--- src/hw/iat_pkg.sv ---
// constants and types shared by the instruction address translation block
package iat_pkg;
  localparam int ENTRY_COUNT = 4;
  localparam int ADDRESS_SPACE_IDENTIFIER_W = 8;
  localparam int VPN_W = 22;
  localparam int PPN_W = 19;
  localparam int PAGE_LSB = 10;
  localparam int VA_W = 32;
  localparam int PA_W = 29;

  // page size codes and the offset bits from bit 10 upward that each one covers
  localparam logic [1:0] SIZE_1K = 2'h0;
  localparam logic [1:0] SIZE_4K = 2'h1;
  localparam logic [1:0] SIZE_64K = 2'h2;
  localparam logic [1:0] SIZE_1M = 2'h3;
  localparam logic [21:0] OFS_MASK_1K = 22'h000000;
  localparam logic [21:0] OFS_MASK_4K = 22'h000003;
  localparam logic [21:0] OFS_MASK_64K = 22'h00003f;
  localparam logic [21:0] OFS_MASK_1M = 22'h0003ff;

  // register byte offsets
  localparam logic [3:0] REG_CTRL = 4'h0;
  localparam logic [3:0] REG_STATUS = 4'h4;
  localparam logic [3:0] REG_MISS_ADDR = 4'h8;

  // control register fields
  localparam int CTRL_ADDRESS_SPACE_IDENTIFIER_LSB = 0;
  localparam int CTRL_INVAL_BIT = 8;
  localparam logic [7:0] CTRL_ADDRESS_SPACE_IDENTIFIER_RESET = 8'h00;

  // status register fields
  localparam int STAT_PTR_LSB = 0;
  localparam int STAT_VALID_LSB = 4;
  localparam int STAT_PEND_BIT = 8;

  typedef enum logic [0:0] {
    IAT_IDLE,
    IAT_REFILL
  } iat_state_t;

  function automatic logic [21:0] iat_ofs_mask(input logic [1:0] size);
    case (size)
      SIZE_1K: iat_ofs_mask = OFS_MASK_1K;
      SIZE_4K: iat_ofs_mask = OFS_MASK_4K;
      SIZE_64K: iat_ofs_mask = OFS_MASK_64K;
      default: iat_ofs_mask = OFS_MASK_1M;
    endcase
  endfunction
endpackage

--- src/hw/iat_entry_match.sv ---
// tag compare of one translation entry against a fetch address
`timescale 1ns/10ps
module iat_entry_match (
  input wire logic entry_valid, // entry holds a translation
  input wire logic [7:0] entry_address_space_identifier, // entry address space identifier
  input wire logic [21:0] entry_vpn, // entry virtual page number
  input wire logic entry_shared, // entry shared flag
  input wire logic [1:0] entry_size, // entry page size code
  input wire logic [7:0] cur_address_space_identifier, // current address space identifier
  input wire logic [21:0] fetch_vpn, // fetch address bits 31 to 10
  output logic match // entry translates this fetch
);
  logic [21:0] ofs;
  logic vpn_eq;
  logic address_space_identifier_ok;

  always_comb begin
    ofs = iat_pkg::iat_ofs_mask(entry_size);
    // offset bits inside a large page take no part in the compare
    vpn_eq = ((entry_vpn ^ fetch_vpn) & ~ofs) == 22'h000000;
    address_space_identifier_ok = entry_shared || (entry_address_space_identifier == cur_address_space_identifier);
    match = entry_valid && vpn_eq && address_space_identifier_ok;
  end
endmodule

--- src/hw/iat_translation_buffer.sv ---
// instruction fetch translation buffer with refill port and register slave
//
// Our own choices: the register addresses and register access over Avalon-MM.
`timescale 1ns/10ps
module iat_translation_buffer #(
  parameter int ENTRIES = iat_pkg::ENTRY_COUNT
) (
  input wire logic clk_sys, // system clock
  input wire logic reset, // asynchronous reset, active high
  input wire logic fetch_valid, // fetch address offered
  output logic fetch_ready, // buffer accepts a fetch
  input wire logic [31:0] fetch_vaddr, // fetch virtual address
  output logic fetch_done, // lookup result pulse
  output logic fetch_hit, // lookup found a translation
  output logic [28:0] fetch_paddr, // translated physical address
  output logic fetch_cacheable, // page is cacheable
  output logic fetch_prot, // page protection bit
  output logic refill_req, // refill wanted from unified table
  output logic [31:0] refill_vaddr, // address that missed
  output logic [7:0] refill_address_space_identifier, // current address space identifier, not latched at the miss
  input wire logic refill_valid, // unified table answer strobe
  input wire logic [7:0] refill_tag_address_space_identifier, // entry identifier
  input wire logic [21:0] refill_vpn, // entry virtual page number
  input wire logic [18:0] refill_ppn, // entry physical page number
  input wire logic [1:0] refill_size, // entry page size code
  input wire logic refill_shared, // entry shared flag
  input wire logic refill_cacheable, // entry cacheable flag
  input wire logic [1:0] refill_prot, // table protection field
  input wire logic [3:0] avs_address, // register byte address
  input wire logic avs_read, // register read request
  input wire logic avs_write, // register write request
  input wire logic [31:0] avs_writedata, // register write data
  input wire logic [3:0] avs_byteenable, // write byte lanes
  output logic [31:0] avs_readdata, // register read data
  output logic avs_waitrequest // request not yet answered
);
  localparam int PW = (ENTRIES > 1) ? $clog2(ENTRIES) : 1;

  // entry store; dirty and write-through are deliberately absent
  logic [ENTRIES-1:0] valid, next_valid;
  logic [7:0] address_space_identifier_mem [ENTRIES];
  logic [21:0] vpn_mem [ENTRIES];
  logic [18:0] ppn_mem [ENTRIES];
  logic [1:0] size_mem [ENTRIES];
  logic [ENTRIES-1:0] shared_mem, cache_mem, prot_mem;
  logic [PW-1:0] fill_ptr, next_fill_ptr;
  logic [ENTRIES-1:0] match;

  iat_pkg::iat_state_t state, next_state;
  logic [7:0] cur_address_space_identifier, next_cur_address_space_identifier;
  logic [31:0] miss_addr, next_miss_addr;
  logic done, next_done;
  logic hit, next_hit;
  logic [28:0] paddr, next_paddr;
  logic cach, next_cach;
  logic prot, next_prot;
  logic ack, next_ack;
  logic [31:0] rdata, next_rdata;
  logic inval;

  // one comparator per entry: any translation may sit anywhere
  genvar g;
  generate
    for (g = 0; g < ENTRIES; g++) begin : g_ent
      iat_entry_match u_match (
        .entry_valid(valid[g]),
        .entry_address_space_identifier(address_space_identifier_mem[g]),
        .entry_vpn(vpn_mem[g]),
        .entry_shared(shared_mem[g]),
        .entry_size(size_mem[g]),
        .cur_address_space_identifier(cur_address_space_identifier),
        .fetch_vpn(fetch_vaddr[31:10]),
        .match(match[g])
      );
    end
  endgenerate

  // lookup and refill sequencing
  always_comb begin
    logic [21:0] ofs;
    logic found;
    ofs = 22'h000000;
    found = 1'b0;
    next_state = state;
    next_miss_addr = miss_addr;
    next_done = 1'b0;
    next_hit = hit;
    next_paddr = paddr;
    next_cach = cach;
    next_prot = prot;
    next_valid = valid;
    next_fill_ptr = fill_ptr;
    if (inval) begin
      next_valid = '0;
    end
    case (state)
      iat_pkg::IAT_IDLE: begin
        if (fetch_valid) begin
          next_done = 1'b1;
          next_hit = 1'b0;
          // lowest matching entry wins if software left duplicates
          for (int i = ENTRIES - 1; i >= 0; i--) begin
            if (match[i]) begin
              found = 1'b1;
              ofs = iat_pkg::iat_ofs_mask(size_mem[i]);
              next_paddr = {(ppn_mem[i] & ~ofs[18:0])
                            | (fetch_vaddr[28:10] & ofs[18:0]),
                            fetch_vaddr[9:0]};
              next_cach = cache_mem[i];
              next_prot = prot_mem[i];
            end
          end
          next_hit = found;
          if (!found) begin
            next_miss_addr = fetch_vaddr;
            next_state = iat_pkg::IAT_REFILL;
          end
        end
      end
      iat_pkg::IAT_REFILL: begin
        if (refill_valid) begin
          // refill beats a same-cycle invalidate for the written entry
          next_valid[fill_ptr] = 1'b1;
          next_fill_ptr = PW'((ENTRIES == 1) ? 0 : fill_ptr + 1'b1);
          next_state = iat_pkg::IAT_IDLE;
        end
      end
      default: next_state = iat_pkg::IAT_IDLE;
    endcase
  end

  always_ff @(posedge clk_sys or posedge reset) begin
    if (reset) begin
      state <= iat_pkg::IAT_IDLE;
      miss_addr <= 32'h00000000;
      done <= 1'b0;
      hit <= 1'b0;
      paddr <= 29'h00000000;
      cach <= 1'b0;
      prot <= 1'b0;
      valid <= '0;
      fill_ptr <= '0;
    end else begin
      state <= next_state;
      miss_addr <= next_miss_addr;
      done <= next_done;
      hit <= next_hit;
      paddr <= next_paddr;
      cach <= next_cach;
      prot <= next_prot;
      valid <= next_valid;
      fill_ptr <= next_fill_ptr;
    end
  end

  // entry payload needs no reset: valid guards every use of it
  always_ff @(posedge clk_sys) begin
    if (state == iat_pkg::IAT_REFILL && refill_valid) begin
      address_space_identifier_mem[fill_ptr] <= refill_tag_address_space_identifier;
      vpn_mem[fill_ptr] <= refill_vpn;
      ppn_mem[fill_ptr] <= refill_ppn;
      size_mem[fill_ptr] <= refill_size;
      shared_mem[fill_ptr] <= refill_shared;
      cache_mem[fill_ptr] <= refill_cacheable;
      prot_mem[fill_ptr] <= refill_prot[1];
    end
  end

  // register slave: one wait cycle, then answer from flip-flops;
  // a write lands only on the edge that completes the transfer
  always_comb begin
    next_ack = (avs_read || avs_write) && !ack;
    next_rdata = rdata;
    next_cur_address_space_identifier = cur_address_space_identifier;
    inval = 1'b0;
    if (avs_read && !ack) begin
      case (avs_address)
        iat_pkg::REG_CTRL: next_rdata = {24'h000000, cur_address_space_identifier};
        iat_pkg::REG_STATUS: begin
          next_rdata = 32'h00000000;
          next_rdata[iat_pkg::STAT_PTR_LSB +: PW] = fill_ptr;
          next_rdata[iat_pkg::STAT_VALID_LSB +: ENTRIES] = valid;
          next_rdata[iat_pkg::STAT_PEND_BIT] =
            (state == iat_pkg::IAT_REFILL);
        end
        iat_pkg::REG_MISS_ADDR: next_rdata = miss_addr;
        default: next_rdata = 32'h00000000;
      endcase
    end
    if (avs_write && ack && avs_address == iat_pkg::REG_CTRL) begin
      if (avs_byteenable[0]) begin
        next_cur_address_space_identifier = avs_writedata[iat_pkg::CTRL_ADDRESS_SPACE_IDENTIFIER_LSB +: 8];
      end
      if (avs_byteenable[1]) begin
        inval = avs_writedata[iat_pkg::CTRL_INVAL_BIT];
      end
    end
  end

  always_ff @(posedge clk_sys or posedge reset) begin
    if (reset) begin
      ack <= 1'b0;
      rdata <= 32'h00000000;
      cur_address_space_identifier <= iat_pkg::CTRL_ADDRESS_SPACE_IDENTIFIER_RESET;
    end else begin
      ack <= next_ack;
      rdata <= next_rdata;
      cur_address_space_identifier <= next_cur_address_space_identifier;
    end
  end

  assign avs_waitrequest = (avs_read || avs_write) && !ack;
  assign avs_readdata = rdata;
  assign fetch_ready = (state == iat_pkg::IAT_IDLE);
  assign fetch_done = done;
  assign fetch_hit = hit;
  assign fetch_paddr = paddr;
  assign fetch_cacheable = cach;
  assign fetch_prot = prot;
  assign refill_req = (state == iat_pkg::IAT_REFILL);
  assign refill_vaddr = miss_addr;
  assign refill_address_space_identifier = cur_address_space_identifier;
endmodule

--- config.mk ---
export PLATFORM = sky130hd
export DESIGN_NAME = iat_translation_buffer
export DESIGN_NICKNAME = d
export VERILOG_FILES = /design/src/hw/iat_pkg.sv /design/src/hw/iat_entry_match.sv /design/src/hw/iat_translation_buffer.sv
export SDC_FILE = /design/constraint.sdc
export NUM_CORES = 1
export LEC_CHECK = 0
export BUFFER_PORTS_ARGS = -buffer_cell sky130_fd_sc_hd__buf_2
export CAP_MARGIN = 5
export CORE_ASPECT_RATIO = 1.1
export CORE_MARGIN = 4
export CORE_UTILIZATION = 33
export CTS_BUF_LIST = sky130_fd_sc_hd__clkbuf_4
export DETAILED_ROUTE_END_ITERATION = 10
export GPL_ROUTABILITY_DRIVEN = 0
export PLACE_DENSITY = 0.51
export SLEW_MARGIN = 10
export SYNTH_ARGS = -nofsm -noshare
export SYNTH_HDL_FRONTEND = slang
export SYNTH_SLANG_ARGS = --single-unit
--- constraint.sdc ---
create_clock -name clk_sys -period 3.6 [get_ports clk_sys]
set_input_delay 0.72 -clock clk_sys [delete_from_list [all_inputs] [get_ports clk_sys]]
set_output_delay 0.72 -clock clk_sys [all_outputs]
set_load 0.1 [all_outputs]
Word level (Yosys, flattened, before mapping)
Memory sizes are Yosys's and may differ from the RTL's.
Index checks and enable logic that the tools add are counted.
Widths: inputs -> output; s select.
{ "classes": {"n_addsub": 1, "n_lt_le_gt_ge": 2, "eq_ne": 14, "mux": 53, "n_bitwise": 31, "reduce_logical": 35} }
{ "ops": {"columns": ["cell", "count"], "rows": [
  ["$mux 19", 12],
  ["$and 19x19->19", 8],
  ["$pmux 10 s3", 4],
  ["$mux 29", 4],
  ["$pmux 32 s3", 1],
  ["$and 22x22->22", 4],
  ["$logic_not 22->1", 4],
  ["$not 10->22", 4],
  ["$xor 22x22->22", 4],
  ["$not 19->19", 4],
  ["$or 19x19->19", 4],
  ["$eq 8x8->1", 4],
  ["$mux 1", 24],
  ["$logic_and 1x1->1", 14],
  ["$bwmux 4", 3],
  ["$mux 4", 3],
  ["$eq 2x1->1 const B", 4],
  ["$eq 2x2->1 const B", 4],
  ["$logic_not 2->1", 4],
  ["$reduce_and 2->1", 3],
  ["$reduce_and 3->1", 2],
  ["$logic_or 1x1->1", 5],
  ["$eq 4x3->1 const B", 1],
  ["$eq 4x4->1 const B", 1],
  ["other kinds (10)", 11]
]} }
{ "totals": {"ff_bits": 125, "ram_bits": 204, "inputBits": 133, "output_inout_bits": 108, "elab_cells": 155, "n_memories": 4} }
{ "memory_table": {"columns": ["name", "words", "word_bits", "read_ports", "rd_ports_with_merged_regs", "wr", "line", "source"], "rows": [
  ["vpn_mem", 4, 22, 4, 0, 1, "iat_translation_buffer.sv:42", "logic [21:0] vpn_mem [ENTRIES];"],
  ["ppn_mem", 4, 19, 4, 0, 1, "iat_translation_buffer.sv:43", "logic [18:0] ppn_mem [ENTRIES];"],
  ["address_space_identifier_mem", 4, 8, 4, 0, 1, "iat_translation_buffer.sv:41", "logic [7:0] address_space_identifier_mem [ENTRIES];"],
  ["size_mem", 4, 2, 4, 0, 1, "iat_translation_buffer.sv:44", "logic [1:0] size_mem [ENTRIES];"]
]} }

Longest topological paths before layout
An unclocked memory read counts as a cell.
{ "logic_depth": {"ltp_word": 18, "ltp_mapped": 10} }

Hierarchy
Synthesis repeated with hierarchy kept, for this count alone.
{ "unflattened": {"cells_unflattened": 856, "area_unflattened_um2": 13351.6} }
{ "by_module_without_submodules": {"columns": ["module", "n_inst", "cells_per_inst", "area_each_um2", "seq_area_each_um2"], "rows": [
  ["iat_translation_buffer", 1, 684, 11955.2, 9313.9],
  ["iat_entry_match", 4, 43, 349.1, 0.0]
]} }

Worst setup path after synthesis
No wires, ideal clock.
{ "synth_timing": {"path_type": "register -> register", "startpoint": "register cur_address_space_identifier[3] (netlist: refill_address_space_identifier[3])", "endpoint": "register paddr[0] (netlist: fetch_paddr[0])", "setup_ps": 128, "t_arrival_ps": 3185, "path_slack_ps": 287, "stages_incl_launch_ff": 10, "path_buffers": 3, "period_less_slack_ps": 3313, "cell_sequence": "dfrtp_1 > buf_2 > xor2_1 > nor4_1 > a41oi_1 > or3_1 > buf_2 > a41oi_4 > buf_6 > mux2_1"} }
{ "synth_via": {"elab_chain_len": 6, "word_cells_on_any_way": 17} }
{ "synth_rtl": {"columns": ["element", "line", "source"], "rows": [
  ["start: declaration", "iat_translation_buffer.sv:50", "logic [7:0] cur_address_space_identifier, next_cur_address_space_identifier;"],
  ["start signal: assignment", "iat_translation_buffer.sv:204", "cur_address_space_identifier <= iat_pkg::CTRL_ADDRESS_SPACE_IDENTIFIER_RESET;"],
  ["start signal: assignment", "iat_translation_buffer.sv:208", "cur_address_space_identifier <= next_cur_address_space_identifier;"],
  ["$eq 8x8->1", "iat_entry_match.sv:21", "address_space_identifier_ok = entry_shared || (entry_address_space_identifier == cur_address_space_identifier) ..."],
  ["$logic_or 1x1->1", "iat_entry_match.sv:21", null],
  ["$logic_and 1x1->1", "iat_entry_match.sv:22", "match = entry_valid && vpn_eq && address_space_identifier_ok;"],
  ["$mux 29 (3 in a row)", "iat_translation_buffer.sv:103", "if (match[i]) begin"],
  ["end signal: assignment", "iat_translation_buffer.sv:148", "paddr <= next_paddr;"],
  ["end: declaration", "iat_translation_buffer.sv:54", "logic [28:0] paddr, next_paddr;"]
]} }
Several ways; a longest one is shown, not always the timed one.
A chain may end at the register's enable or synchronous reset.

Worst setup path after layout
{ "layout_timing": {"startpoint": "register cur_address_space_identifier[0] (netlist: refill_address_space_identifier[0])", "endpoint": "register miss_addr[21] (netlist: refill_vaddr[21])"} }
{ "layout_via": {"elab_chain_len": 11, "word_cells_on_any_way": 20} }
{ "layout_rtl": {"columns": ["element", "line", "source"], "rows": [
  ["$eq 8x8->1", "iat_entry_match.sv:21", null],
  ["$logic_or 1x1->1", "iat_entry_match.sv:21", null],
  ["$logic_and 1x1->1", "iat_entry_match.sv:22", null],
  ["$mux 1 (3 in a row)", "iat_translation_buffer.sv:103", null],
  ["$mux 1 (*)", "iat_translation_buffer.sv:103", null],
  ["$mux 1 (*)", "iat_translation_buffer.sv:98", "if (fetch_valid) begin"],
  ["$mux 1 (*)", "iat_translation_buffer.sv:96", "case (state)"],
  ["$not 1->1 (no line) (*)", null, null],
  ["$reduce_and 3->1 (no line) (*)", null, null],
  ["end signal: assignment", "iat_translation_buffer.sv:145", "miss_addr <= next_miss_addr;"],
  ["end: declaration", "iat_translation_buffer.sv:51", "logic [31:0] miss_addr, next_miss_addr;"]
]} }
Mark *: on every way between the ends. The rest lies on a longest branch, timed or not. The select of a mux whose other input is x is not followed.

==> results.md <==
- For this design, the CTS-stage hold fixing added 0 buffers.
- Synthesis produced a netlist with a net count of 1089.
- The clock latency of the later-clocked register in the worst-skew pair is 0.74 ns.
- The number of routed nets with antenna violations is 0.
- The number of optimization iterations in the first detailed-route pass is 4.
- The region available for standard cell placement spans 40560 sq um.
- The share of power burned in combinational logic is 0.191.
- The post-detailed-route via-to-cell ratio is 4.604.
- After layout, the minimum clock period comes to 3.260 ns.
- The via count of the routed design is 8618.
- The post-DP HPWL is 25.79 mm.
- The internal portion of the total power is 6.897 mW.
- For the worst setup path, the data required time is 4.18 ns.
- The nature of the critical path startpoint is a flop.
- The clock tree from TritonCTS is done.
- By startpoint and endpoint, the worst setup path is classified as reg2reg.
- The fraction of the cycle the final worst path needs is 0.9056.
- Setup repair after global routing left no endpoint under its margin.
- The number of synthesized register bits is 329.
- The vertical extent of the die is 221.3 microns.
- Synthesis handed over a netlist of 952 instances.
- After the first detailed-routing iteration, the DRC count stood at 363.
- The worst path meets setup with 0.3399 ns of slack.
- Walking the worst path, the cells encountered are xor2_1, nor4_1, buf_4, a41oi_1, buf_4, or3_1, nand4_1, nor2_4, mux2_2.
- In this run the horizontal extent of the chip is 201.9 microns.
- The area of the die is 44690 sq um.
- The number of global-route vias before repair is 8939.
- The worst setup slack after placement is 0.07269 ns.
- STA classifies the critical path endpoint as a flop.
- The count of flip-flops with a built-in enable after synthesis is 216.
- In the synthesized netlist the async set-or-reset flop fraction comes to 0.3435.
- The dominant combinational cell family by area after synthesis is multiplexers.
- The number of antenna violations at the first check in global routing came to 10.
- The share of final-layout standard cells stronger than drive strength 1 is 0.3605.
- Summed over all layers, the routed wires come to 36.86 mm.
- For this run, the slowest stage of the critical path takes 0.89 ns.
- The number of setup buffers added after CTS is 0.
- For the worst setup path, the data arrival time is 3.84 ns.
- Clock tree synthesis inserted a total of 92 buffers.
- The run finished with clean final reports.
- The fraction of power spent switching nets is 0.3187.
- After synthesis, the share of cell area in mux cells is 0.07873.
- The first global-routing pass estimated 55.52 mm of wire.
- The number of distinct library cells after synthesis is 52.
- The final count of pins violating max slew was 0.
- The placed instances occupy a cell area of 15520 sq um.
- Once layout is complete, the utilization of the core stands at 0.4135.
- Relative to the synthesized area, the layout overhead comes to 22.87%.
- The summed negative setup slack over all endpoints is 0 ns.
- The worst hold path belongs to the class in2async.
- The clock slew at the register clock pins of the worst setup and hold paths is 0.06 ns.
- The post-layout instance area is 16770 sq um.
- The cell area after synthesis is 13650 sq um.
- The net total in the final layout is 1376.
- The leakage component of the power is 6.977 nW.
- The largest fanout on the critical path is 33.
- The top-level I/O count is 241.
- Clock tree synthesis found a total of 329 sinks.
- Of the total synthesized cell area, the portion taken by full adders, half adders and majority gates is 0.003666.
- The max-cap violation count is 0.
- Averaged over all synthesized cells, the footprint is 14.34 sq um.
- The remaining max-slew budget at the tightest pin is 0.2641.
- The overall track demand over capacity in global routing is 0.1624.
- During synthesis, Yosys emitted a total of 0 warnings.
- The post-synthesis share of cell area spent on xor and xnor gates is 0.07763.
- The sequential fraction of the synthesis area is 0.6822.
- After global routing the overflow that remains totals 0.
- The sum of buffers and inverters on the critical path is 2.
- The average wire per standard cell is 19.69 microns.
- Static timing analysis puts the maximum clock frequency at 0.3067 GHz.
- The synthesized-area fraction occupied by ao, oa, aoi and oai cells is 0.06196.
- The total power density per cell area is 603.6 nW/um^2.
- Of the total power, registers draw 0.461.
- CTS placed an instance of sky130_fd_sc_hd__clkbuf_4 at the clock tree root.
- Broken down by cell family, the worst path's largest delay share belongs to simple AND/OR/NAND/NOR gates.
- The critical-path cell with the highest stage delay is sky130_fd_sc_hd__nor2_4.
- Entering global routing, the biggest net connects 56 pins.
- For this configuration, the core starts out at a cell density of 0.3366.
- For this design the total switching power over the nets is 3.227 mW.
- The library cell appearing most often on the critical path is sky130_fd_sc_hd__buf_4.
- The filler cells instantiated in the layout total 3903.
- After detailed routing, the number of remaining DRC violations is 0.
- No sink is reached through more buffers than the 3 on the longest clock path.
- For this run, the leading register cell type out of synthesis is sky130_fd_sc_hd__edfxtp_1.
- The number of buffers added on ports is 214.
- The number of H-tree branching levels is 3.
- The internal reg-to-reg setup slack is 0.34 ns.
- Gates resized during post-CTS repair numbered 0.
- The share of synthesized cell area in and, or, nand and nor gates is 0.07240.
- IR analysis of the VDD net gives a maximum drop of 0.0001937 V.
- The clock network fraction of design power is 0.347.
- Across the routed clock network, the largest skew measured is 0.04500 ns.
- In this run the core area contains 77 standard-cell rows.
- The count of endpoints failing setup in the final report is 0.
- The final number of hold-violating endpoints is 0.
- At the pin with the least slew margin, the transition time is 1.101 ns.
[area by class of cell]
type | count | area [sq um] | area share
Inverter | 6 | 26.28 | 0.001566
Clock buffer | 147 | 1104 | 0.06579
Sequential cell | 329 | 9314 | 0.5553
Clock inverter | 23 | 140.1 | 0.008354
Antenna cell | 4 | 10.01 | 0.0005967
Timing Repair Buffer | 255 | 1441 | 0.08593
Multi-Input combinational cell | 555 | 4046 | 0.2412
Tap cell | 553 | 691.9 | 0.04125
[cell usage in the layout (no fill, tap or decap), types with 15 or more instances in the layout]
cell                       count
sky130_fd_sc_hd__a21o_1       15
sky130_fd_sc_hd__buf_2       214
sky130_fd_sc_hd__buf_4        36
sky130_fd_sc_hd__clkbuf_4    147
sky130_fd_sc_hd__clkinv_1     18
sky130_fd_sc_hd__dfrtp_1     113
sky130_fd_sc_hd__edfxtp_1    216
sky130_fd_sc_hd__mux2_2       53
sky130_fd_sc_hd__mux2i_1      41
sky130_fd_sc_hd__nand2_1      84
sky130_fd_sc_hd__nor2_1       27
sky130_fd_sc_hd__nor4_1       20
sky130_fd_sc_hd__o21ai_0      52
sky130_fd_sc_hd__xnor2_1      33
sky130_fd_sc_hd__xor2_1       88
[per-layer routing]
metal  vias up  GRT usage  wire [microns]
li1       4127          -               -
met1      4149     0.2072           15870
met2       270     0.2636           17720
met3        60    0.05154            2567
met4        12    0.05337             638
met5         -          0              67
[power by group through the flow]
| stage | combinational (mW) | sequential, mW | clock [mW] |
|---|---|---|---|
| floorplan | 0.641 | 5.51 | 0 |
| global placement | 1.95 | 4.74 | 0 |
| detailed placement | 1.97 | 4.75 | 0 |
| CTS | 1.97 | 4.67 | 3.68 |
| global route | 2.05 | 4.71 | 3.91 |
| finish | 1.94 | 4.67 | 3.52 |
[worst paths after layout]
check	startpoint	end	cells after the start
min in group clk_sys	refill_tag_address_space_identifier[6]	address_space_identifier_mem[2][6]	1
max in group asynchronous	reset	refill_vaddr[3]	3
worst max-delay path	refill_address_space_identifier[0]	refill_vaddr[21]	9
worst max register to register	refill_address_space_identifier[0]	refill_vaddr[21]	9
worst min-delay path	reset	refill_vaddr[8]	2
worst min register to register	ack	ack	1
[cell usage after synthesis (13+ instances only)]
master,number,area share
sky130_fd_sc_hd__mux2_2,53,0.044
sky130_fd_sc_hd__clkbuf_1,30,0.0082
sky130_fd_sc_hd__dfrtp_1,113,0.21
sky130_fd_sc_hd__a31oi_1,14,0.0064
sky130_fd_sc_hd__xor2_1,88,0.056
sky130_fd_sc_hd__buf_2,24,0.0088
sky130_fd_sc_hd__nand2_1,84,0.023
sky130_fd_sc_hd__xnor2_1,33,0.021
sky130_fd_sc_hd__o21ai_1,13,0.0048
sky130_fd_sc_hd__o21ai_0,52,0.019
sky130_fd_sc_hd__nor4_1,22,0.010
sky130_fd_sc_hd__edfxtp_1,216,0.48
sky130_fd_sc_hd__nor2_1,28,0.0077
sky130_fd_sc_hd__mux2i_1,41,0.030
sky130_fd_sc_hd__a21o_1,15,0.0082
[per-stage QoR]
step                      power [mW]  instances  hold WS [ns]
after floorplan                6.151        952        0.4660
after CTS                      10.33       1868       0.06007
after global routing           10.67       1869       0.09565
after global placement         6.696       1698        0.4330
after detailed placement       6.715       1698        0.4526
final                          10.12       1872        0.1658
[registers in the layout, summed over array words and instances, names as in the netlist, 4 cells and up]
signal and cells:
prot_mem 4, address_space_identifier_mem 32, ppn_mem 76, cache_mem 4, vpn_mem 88, refill_vaddr 32
valid 4, shared_mem 4, avs_readdata 32, refill_address_space_identifier 8, size_mem 8, fetch_paddr 29
[kinds of logic (layout without fill, tap and decap cells)]
| group | Yosys count | count (layout) |
|---|---|---|
| adder cells (fa/ha/maj) | 4 | 4 |
| other | 0 | 4 |
| buffers and inverters | 68 | 431 |
| flip-flops | 329 | 329 |
| XOR/XNOR | 121 | 121 |
| AO/OA/AOI/OAI | 133 | 133 |
| AND/OR/NAND/NOR | 197 | 197 |
| multiplexers | 100 | 100 |
No activity file was read; power rests on OpenSTA's default activity.
